--- src/verilog/lers_pkg.sv ---
// shared constants for the low energy register synchroniser
package lers_pkg;

	// width of the per-register edge counter
	localparam int unsigned       CNT_W         = 2;
	// rising edges of the peripheral clock needed before a write lands
	localparam logic [CNT_W-1:0]  EDGES_TO_LAND = 2'h3;
	// counter value after reset and after each landed write
	localparam logic [CNT_W-1:0]  CNT_RESET     = 2'h0;
	// value of every register copy after reset
	localparam logic [31:0]       WORD_RESET    = 32'h0;

	typedef enum logic {
		LERS_IDLE,
		LERS_PEND
	} lers_chan_st_t;

endpackage

--- src/verilog/lers_chan.sv ---
// one synchronised register: core copy, pending flag, edge counter, peripheral copy
`timescale 1ns/10ps

module lers_chan #(
	parameter int unsigned DW = 32
) (
	input  wire logic          sys_clk,
	input  wire logic          rstn,
	input  wire logic          wr_stb,
	input  wire logic [DW-1:0] wr_data,
	input  wire logic          lf_edge,
	input  wire logic          hold,
	output logic               pending,
	output logic [DW-1:0]      core_val,
	output logic [DW-1:0]      lf_val
);

	typedef struct packed {
		lers_pkg::lers_chan_st_t        st;
		logic [lers_pkg::CNT_W-1:0]     cnt;
		logic [DW-1:0]                  core;
		logic [DW-1:0]                  lf;
	} lers_chan_state_t;

	lers_chan_state_t state_ff;
	lers_chan_state_t nxt_state;

	////////////////////////////////////////////////////////////////////////////
	always_comb
	begin
		nxt_state = state_ff;
		case (state_ff.st)
			lers_pkg::LERS_IDLE:
			begin
				nxt_state.cnt = lers_pkg::CNT_RESET;
			end
			lers_pkg::LERS_PEND:
			begin
				// hold freezes the count; written values stay pending
				if (!hold && lf_edge)
				begin
					if (state_ff.cnt == lers_pkg::EDGES_TO_LAND - 2'h1)
					begin
						// third peripheral edge: value lands, flag clears
						nxt_state.lf  = state_ff.core;
						nxt_state.st  = lers_pkg::LERS_IDLE;
						nxt_state.cnt = lers_pkg::CNT_RESET;
					end
					else
					begin
						// counting resumes once hold is released
						nxt_state.cnt = state_ff.cnt + 2'h1;
					end
				end
			end
			default:
			begin
				nxt_state.st = lers_pkg::LERS_IDLE;
			end
		endcase
		// a write in the same cycle as a landing keeps the flag set and restarts the count; the old core value still lands
		if (wr_stb)
		begin
			nxt_state.core = wr_data;
			nxt_state.st   = lers_pkg::LERS_PEND;
			nxt_state.cnt  = lers_pkg::CNT_RESET;
		end
	end

	always_ff @(posedge sys_clk or negedge rstn)
	begin
		if (!rstn)
		begin
			state_ff.st   <= lers_pkg::LERS_IDLE;
			state_ff.cnt  <= lers_pkg::CNT_RESET;
			state_ff.core <= DW'(lers_pkg::WORD_RESET);
			state_ff.lf   <= DW'(lers_pkg::WORD_RESET);
		end
		else
		begin
			state_ff <= nxt_state;
		end
	end

	assign pending  = (state_ff.st == lers_pkg::LERS_PEND);
	assign core_val = state_ff.core;
	assign lf_val   = state_ff.lf;

	////////////////////////////////////////////////////////////////////////////
	a_write_sets_busy: assert property (@(posedge sys_clk) disable iff (!rstn)
		wr_stb |=> pending && core_val == $past(wr_data))
		else $error("busy flag or core copy not set by write");

	a_land_on_third: assert property (@(posedge sys_clk) disable iff (!rstn)
		pending && !wr_stb && !hold && lf_edge && state_ff.cnt == lers_pkg::EDGES_TO_LAND - 2'h1
		|=> !pending && lf_val == $past(core_val))
		else $error("write did not land on third peripheral edge");

	a_no_early_land: assert property (@(posedge sys_clk) disable iff (!rstn)
		$fell(pending) |-> $past(state_ff.cnt) == 2'h2 && $past(lf_edge) && !$past(hold))
		else $error("write landed before third peripheral edge");

	a_lf_copy_source: assert property (@(posedge sys_clk) disable iff (!rstn)
		(lf_val != $past(lf_val)) |-> $past(pending) && $past(state_ff.cnt) == 2'h2 && lf_val == $past(core_val))
		else $error("peripheral copy changed outside a landing");

	a_hold_keeps_pending: assert property (@(posedge sys_clk) disable iff (!rstn)
		pending && hold |=> pending && $stable(lf_val))
		else $error("transfer progressed while hold was set");

	a_release_counts: assert property (@(posedge sys_clk) disable iff (!rstn)
		pending && !hold && !wr_stb && lf_edge && state_ff.cnt < 2'h2
		|=> state_ff.cnt == $past(state_ff.cnt) + 2'h1)
		else $error("count did not advance after hold release");

endmodule

--- src/verilog/lers_sync.sv ---
// low energy register synchroniser: core writes into the peripheral clock domain, reads back
`timescale 1ns/10ps

// Contract
// each written register value is delivered consistently into the peripheral domain
// a write lands only after three rising edges of the peripheral clock
// a write sets that register's busy flag until its transfer completes
// software must not rewrite a register while its busy flag is set
// pending transfers finish even when the core enters deep sleep right away
// peripheral-maintained registers read back peripheral values synchronised into core domain
// core-domain registers read back directly from the core copy
// software judges write completion by the busy flag, not readback
// while hold is set, transfers stop and written values stay pending
// several registers may be written under hold and land together later
// clearing hold starts transfer of all values written during hold
// busy flags are read-only and reflect only their own register's transfer

module lers_sync #(
	parameter int unsigned            NUM_REGS     = 4,
	parameter int unsigned            DW           = 32,
	// set bits mark registers whose read value comes from the peripheral
	parameter logic [NUM_REGS-1:0]    PERIPH_OWNED = 4'h8
) (
	input  wire logic                         sys_clk,
	input  wire logic                         rstn,
	input  wire logic                         lf_clk_in,
	input  wire logic                         deep_sleep_state,
	input  wire logic                         update_hold_bit,
	input  wire logic                         wr_en,
	input  wire logic [$clog2(NUM_REGS)-1:0]  wr_idx,
	input  wire logic [DW-1:0]                wr_data,
	input  wire logic                         rd_en,
	input  wire logic [$clog2(NUM_REGS)-1:0]  rd_idx,
	input  wire logic [NUM_REGS*DW-1:0]       periph_value_in,
	output logic [DW-1:0]                     rd_data,
	output logic                              rd_valid,
	output logic [NUM_REGS-1:0]               sync_pending_flags,
	output logic [NUM_REGS*DW-1:0]            lf_reg_values
);

	localparam int unsigned IDX_W = $clog2(NUM_REGS);

	typedef struct packed {
		logic                        lf_prev;
		logic                        rd_valid;
		logic [DW-1:0]               rd_data;
		logic [NUM_REGS*DW-1:0]      periph_cap;
		// peripheral edges seen in deep sleep with work still pending
		logic [lers_pkg::CNT_W-1:0]  sleep_edges;
	} lers_top_state_t;

	lers_top_state_t           state_ff;
	lers_top_state_t           nxt_state;
	logic                      lf_edge;
	logic [NUM_REGS-1:0]       wr_stb_vec;
	logic [NUM_REGS*DW-1:0]    core_values;
	logic                      bus_awake;

	////////////////////////////////////////////////////////////////////////////
	// the peripheral clock is sampled as a plain synchronous input; only its rising edge matters
	assign lf_edge   = lf_clk_in & ~state_ff.lf_prev;
	// with the core asleep no bus cycle can start, but the channels keep counting
	assign bus_awake = ~deep_sleep_state;

	always_comb
	begin
		wr_stb_vec = '0;
		for (int i = 0; i < NUM_REGS; i++)
		begin
			// a rewrite while busy is undefined for software; we simply restart that channel
			if (wr_en && bus_awake && wr_idx == IDX_W'(i))
			begin
				wr_stb_vec[i] = 1'b1;
			end
		end
	end

	////////////////////////////////////////////////////////////////////////////
	genvar g;
	generate
		for (g = 0; g < NUM_REGS; g++)
		begin : gen_chan
			lers_chan #(
				.DW      (DW)
			) u_chan (
				.sys_clk  (sys_clk),
				.rstn     (rstn),
				.wr_stb   (wr_stb_vec[g]),
				.wr_data  (wr_data),
				.lf_edge  (lf_edge),
				.hold     (update_hold_bit),
				.pending  (sync_pending_flags[g]),
				.core_val (core_values[g*DW +: DW]),
				.lf_val   (lf_reg_values[g*DW +: DW])
			);
		end
	endgenerate

	////////////////////////////////////////////////////////////////////////////
	always_comb
	begin
		nxt_state          = state_ff;
		nxt_state.lf_prev  = lf_clk_in;
		nxt_state.rd_valid = 1'b0;
		// peripheral-owned values are taken only on a peripheral edge, so the
		// core never sees a word mid-change
		if (lf_edge)
		begin
			nxt_state.periph_cap = periph_value_in;
		end
		// watch counter only: channels keep their own counts, this one proves that
		// a sleeping core never leaves a transfer stranded
		if (!deep_sleep_state || sync_pending_flags == '0)
		begin
			nxt_state.sleep_edges = lers_pkg::CNT_RESET;
		end
		else if (lf_edge && !update_hold_bit && state_ff.sleep_edges != lers_pkg::EDGES_TO_LAND)
		begin
			nxt_state.sleep_edges = state_ff.sleep_edges + 2'h1;
		end
		if (rd_en && bus_awake)
		begin
			nxt_state.rd_valid = 1'b1;
			if (PERIPH_OWNED[rd_idx])
			begin
				nxt_state.rd_data = state_ff.periph_cap[rd_idx*DW +: DW];
			end
			else
			begin
				// readback may match before the value has landed; the busy flag is the truth
				nxt_state.rd_data = core_values[rd_idx*DW +: DW];
			end
		end
	end

	always_ff @(posedge sys_clk or negedge rstn)
	begin
		if (!rstn)
		begin
			state_ff.lf_prev    <= 1'b0;
			state_ff.rd_valid   <= 1'b0;
			state_ff.rd_data    <= DW'(lers_pkg::WORD_RESET);
			state_ff.periph_cap <= '0;
			state_ff.sleep_edges <= lers_pkg::CNT_RESET;
		end
		else
		begin
			state_ff <= nxt_state;
		end
	end

	assign rd_data  = state_ff.rd_data;
	assign rd_valid = state_ff.rd_valid;

	////////////////////////////////////////////////////////////////////////////
	a_core_read_direct: assert property (@(posedge sys_clk) disable iff (!rstn)
		rd_en && bus_awake && !PERIPH_OWNED[rd_idx]
		|=> rd_valid && rd_data == $past(core_values[rd_idx*DW +: DW]))
		else $error("core-domain read did not return core copy");

	a_periph_read_sync: assert property (@(posedge sys_clk) disable iff (!rstn)
		rd_en && bus_awake && PERIPH_OWNED[rd_idx]
		|=> rd_valid && rd_data == $past(state_ff.periph_cap[rd_idx*DW +: DW]))
		else $error("peripheral read did not return captured value");

	a_capture_on_edge: assert property (@(posedge sys_clk) disable iff (!rstn)
		!lf_edge |=> $stable(state_ff.periph_cap))
		else $error("peripheral capture moved without a peripheral edge");

	a_flags_own_write: assert property (@(posedge sys_clk) disable iff (!rstn)
		((sync_pending_flags & ~$past(sync_pending_flags)) & ~$past(wr_stb_vec)) == '0)
		else $error("busy flag rose without a write to its register");

	a_sleep_no_access: assert property (@(posedge sys_clk) disable iff (!rstn)
		deep_sleep_state |=> !rd_valid ##0 $past(wr_stb_vec) == '0)
		else $error("bus access taken during deep sleep");

	// three counted edges in deep sleep drain every channel, whatever it had counted before
	a_sleep_lands: assert property (@(posedge sys_clk) disable iff (!rstn)
		state_ff.sleep_edges == lers_pkg::EDGES_TO_LAND |-> sync_pending_flags == '0)
		else $error("pending transfer did not finish in deep sleep");

	a_hold_batch: assert property (@(posedge sys_clk) disable iff (!rstn)
		update_hold_bit && wr_en && bus_awake
		|=> sync_pending_flags[$past(wr_idx)] && $stable(lf_reg_values))
		else $error("write under hold not kept pending");

	a_hold_freeze_all: assert property (@(posedge sys_clk) disable iff (!rstn)
		update_hold_bit[*2] |-> $stable(lf_reg_values))
		else $error("peripheral values changed while hold set");

	a_release_moves: assert property (@(posedge sys_clk) disable iff (!rstn)
		$fell(update_hold_bit) && sync_pending_flags != '0 && !$past(wr_en)
		|-> sync_pending_flags == $past(sync_pending_flags))
		else $error("pending flags lost at hold release");

	a_write_flag_set: assert property (@(posedge sys_clk) disable iff (!rstn)
		wr_en && bus_awake |=> sync_pending_flags[$past(wr_idx)])
		else $error("accepted write did not raise its busy flag");

	a_hold_keeps_flags: assert property (@(posedge sys_clk) disable iff (!rstn)
		update_hold_bit |=> (~sync_pending_flags & $past(sync_pending_flags)) == '0)
		else $error("busy flag cleared while hold was set");

	a_lf_needs_flag: assert property (@(posedge sys_clk) disable iff (!rstn)
		$changed(lf_reg_values) |-> $past(sync_pending_flags) != '0)
		else $error("peripheral copy changed with no transfer pending");

	a_cap_follows_edge: assert property (@(posedge sys_clk) disable iff (!rstn)
		lf_edge |=> state_ff.periph_cap == $past(periph_value_in))
		else $error("peripheral value not captured on its edge");

	a_read_when_asked: assert property (@(posedge sys_clk) disable iff (!rstn)
		rd_valid |-> $past(rd_en) && !$past(deep_sleep_state))
		else $error("read answer without an accepted request");

	a_read_one_pulse: assert property (@(posedge sys_clk) disable iff (!rstn)
		!(rd_en && bus_awake) |=> !rd_valid)
		else $error("read valid stood longer than one cycle");

	a_rd_data_holds: assert property (@(posedge sys_clk) disable iff (!rstn)
		!(rd_en && bus_awake) |=> $stable(rd_data))
		else $error("read data moved without a read");

endmodule
--- config.mk ---
export PLATFORM = sky130hd
export DESIGN_NAME = lers_sync
export DESIGN_NICKNAME = d
export VERILOG_FILES = /design/src/verilog/lers_pkg.sv /design/src/verilog/lers_chan.sv /design/src/verilog/lers_sync.sv
export SDC_FILE = /design/constraint.sdc
export NUM_CORES = 1
export LEC_CHECK = 0
export ABC_AREA = 1
export BUFFER_PORTS_ARGS = -buffer_cell sky130_fd_sc_hd__buf_2
export CAP_MARGIN = 25
export CORE_AREA = 8 8 195 197
export DETAILED_ROUTE_END_ITERATION = 8
export DIE_AREA = 0 0 203 205
export GPL_ROUTABILITY_DRIVEN = 0
export PLACE_DENSITY = 0.65
export SKIP_LAST_GASP = 1
export SYNTH_ARGS = -nofsm -noshare
export SYNTH_HDL_FRONTEND = slang
export SYNTH_SLANG_ARGS = --single-unit
--- constraint.sdc ---
create_clock -name sys_clk -period 1.49 [get_ports sys_clk]
set_input_delay 0 -clock sys_clk [delete_from_list [all_inputs] [get_ports sys_clk]]
set_output_delay 0 -clock sys_clk [all_outputs]
set_load 0.01 [all_outputs]
==> results.cfg <==
[die]
ioPinCount = 336
placeableCoreArea_mm2 = 0.03496
row_count = 69
die_x_um = 203
die_outline_area_mm2 = 0.04162
die_y_um = 205
starting_density_of_the_core_pct = 44.36

[power]
p_per_area_mw_per_mm2 = 1487
ir_worst_vdd_v = 0.0008014
report.power.total_mw = 27.15
leakage_nw = 10.26

[final_layout]
nets = 2179
final_cell_count_no_fill = 2499
drive_gt1_share_pct = 18.36
flow.area_growth_from_synthesis_pct = 17.75
mostFrequentLayoutCell = sky130_fd_sc_hd__nand2_1
final_cell_mix = sky130_fd_sc_hd__nand2_1 (665), sky130_fd_sc_hd__dfrtp_1 (333), sky130_fd_sc_hd__buf_2 (238), sky130_fd_sc_hd__inv_1 (172), sky130_fd_sc_hd__nand4_1 (136)

[route]
detail_routed_net_length_per_standard_cell_um = 17.45
vias_per_cell = 4.969
detail_route.first_pass.iterations = 5
ant_nets = 0
route.vias.total = 12420
routed_wirelength_mm = 43.60
dr.first_iter.drc_count = 777
route.detailed.drc = 0

[cts]
cts_sinks = 334
root_buffer = sky130_fd_sc_hd__clkbuf_16
h-tree-depth = 2
cts_tree = built
clk_latency_ns = 0.53
clkSlewWorstSetupHoldPaths_ns = 0.06
max-clock-path-buffers = 3
cts_inserted_buffers = 39

[placement]
placement.io_buffers = 239
detailedPlace.worstSlack_ns = 0.08695
detailed_place_hpwl_mm = 31.44
dp.cells = 2355

[sta]
setup_ws_ns = 0.08100
slew-limit-headroom_pct = 67.56
setup_viol = 0
fin_worst_skew_ns = 0.01506
count_of_pins_over_their_slew_limit = 0
worstMarginPinSlew_ns = 0.4866
hold-worst-slack_ns = 0.09296
min_period_ns = 1.409
rsz_0062_raised_after_global_routing = true
max_freq_mhz = 709.7
final_hold_viol_count = 0
post-route-period-util_pct = 94.56

[hold_path]
hold_depth = 5
worstHoldPathType = in2reg
whs_endpoint = gen_chan[1].u_chan.pending$_DFF_PN0_
timing.hold.worst.start = wr_idx[1]

[run_status]
status = finished, final reports clean

[global_route]
grt-ovfl-total = 0
grtUsageTotal_pct = 20.93
largest_net_degree_at_the_start_of_global_routing = 70
grt_antenna_before_repair = 1
global_route_wire_length_before_repair_mm = 69.36
number_of_global_route_vias_before_repair = 12360

[synth]
syn_nets = 2058
post_synth_num_cell_types = 16
synth-seq-cells = 334
synthesis.yosys.warnings = 0
post_synth_inst_count = 1887
synth_top_cell_area_share_pct = 53.89
synth_sequential_area_ratio_pct = 53.89
synth_top_cells_by_area = sky130_fd_sc_hd__dfrtp_1 (54%), sky130_fd_sc_hd__nand2_1 (16%), sky130_fd_sc_hd__buf_4 (8.0%)
synth_largest_area_cell = sky130_fd_sc_hd__dfrtp_1
post_synth_instance_area_mm2 = 0.01551
postSynthAreaPerCell_um2 = 8.219

[worst_setup_path]
timing.critical_path.arrival_ns = 1.41
timing.critical_path.to_type = output pin
cp_max_fo = 38
r2r-end = gen_chan[0].u_chan.lf_val[26]$_DFFE_PN0P_
type_of_element_launching_the_critical_path = flop
req_time_crit_path_ns = 1.49
worst-setup-path-type = reg2out
setup_slack_of_the_most_critical_reg_to_reg_path_ns = 0.10
r2r_start = state_ff[163]$_DFF_PN0_
rr_worst_depth = 6

[flow_run]
cap_violations = 0
## flip-flops by register name (all words and copies together), names as in the netlist
name	cells
rd_valid	1
gen_chan.u_chan.lf_val	128
gen_chan.u_chan.core_val	128
state_ff	33
gen_chan.u_chan.pending	4
rd_data	32
gen_chan.u_chan.state_ff	8
## cells in the mapped netlist (all sizes together)
| cell | n |
|---|---|
| nand2 | 670 |
| dfrtp | 334 |
| buf | 202 |
| inv | 174 |
| nand4 | 136 |
| o21ai | 128 |
| clkbuf | 80 |
| nand3 | 77 |
| nor2 | 50 |
| a21oi | 32 |
| or2 | 4 |
## where the power goes
group	leakage (nW)	switching, mW	internal, mW	total, mW
sequential	4.30	1.10	10.7	11.8
combinational	5.28	3.38	1.96	5.35
clock	0.675	3.74	6.23	9.97
total	10.3	8.22	18.9	27.1
## layout make-up
cell class,count,area (um2)
fill,3321,16700
antenna,1,2.502
timing repair buffer,362,2504
multi-input combinational,1097,4811
sequential,334,8359
inverter,174,653.1
clock inverter,14,206.4
tap,461,576.8
clock buffer,56,1150
## critical path, stage by stage (launching register included)
cell and delay (ns):
sky130_fd_sc_hd__dfrtp_1 0.38, sky130_fd_sc_hd__buf_6 0.30, sky130_fd_sc_hd__buf_2 0.20
## how the worst max path moves through the flow
stage | cells after the start | endpoint | slack, ns | from
3_3_place_gp | 6 | gen_chan[2].u_chan.lf_val[27]$_DFFE_PN0P_ | 0.10 | state_ff[163]$_DFF_PN0_
5_1_grt | 6 | gen_chan[2].u_chan.lf_val[27]$_DFFE_PN0P_ | -0.002 | state_ff[163]$_DFF_PN0_
3_5_place_dp | 5 | state_ff[109]$_DFFE_PN0P_ | 0.09 | state_ff[163]$_DFF_PN0_
2_1_floorplan | 5 | gen_chan[3].u_chan.lf_val[26]$_DFFE_PN0P_ | 0.21 | gen_chan[3].u_chan.state_ff[64]$_DFFE_PN0P_
6_report | 2 | sync_pending_flags[3] | 0.08 | gen_chan[3].u_chan.pending$_DFF_PN0_
4_1_cts | 2 | sync_pending_flags[2] | 0.008 | gen_chan[2].u_chan.pending$_DFF_PN0_
## per-layer routing
metal | up-vias | global-route usage, % | wire, um
met5 | - | 0 | 0
met1 | 6000 | 24.49 | 16950
met4 | 0 | 6.708 | 1141
met3 | 74 | 3.953 | 2351
met2 | 310 | 38.23 | 23150
li1 | 6034 | - | -
## stage by stage
step	utilization [%]	cell area, um2	setup TNS [ns]
after floorplan	-	15510	0
after global placement	46.24	16170	0
after detailed placement	46.24	16170	0
after CTS	52.13	18230	0
after global routing	52.23	18260	-0.002611
final	52.23	18260	0
## logic make-up (layout without fill, tap and decap cells)
logic type | after synthesis | after routing | share of synthesized area (%)
other | 0 | 1 | 0
AO/OA/AOI/OAI | 160 | 160 | 5.163
buffers and inverters | 456 | 606 | 15.24
flip-flops | 334 | 334 | 53.89
AND/OR/NAND/NOR | 937 | 937 | 25.71
## what timing repair did
action / in CTS / in global routing
buffers inserted: 0 / 3
pin swaps: 0 / 1
endpoints found under the setup margin: 1 / 63
cloned: 0 / 0
hold buffers: 70 / 0
resized for setup: 1 / 3
hold endpoints to repair: 497 / 0
No activity file was read; power rests on OpenSTA's default activity.
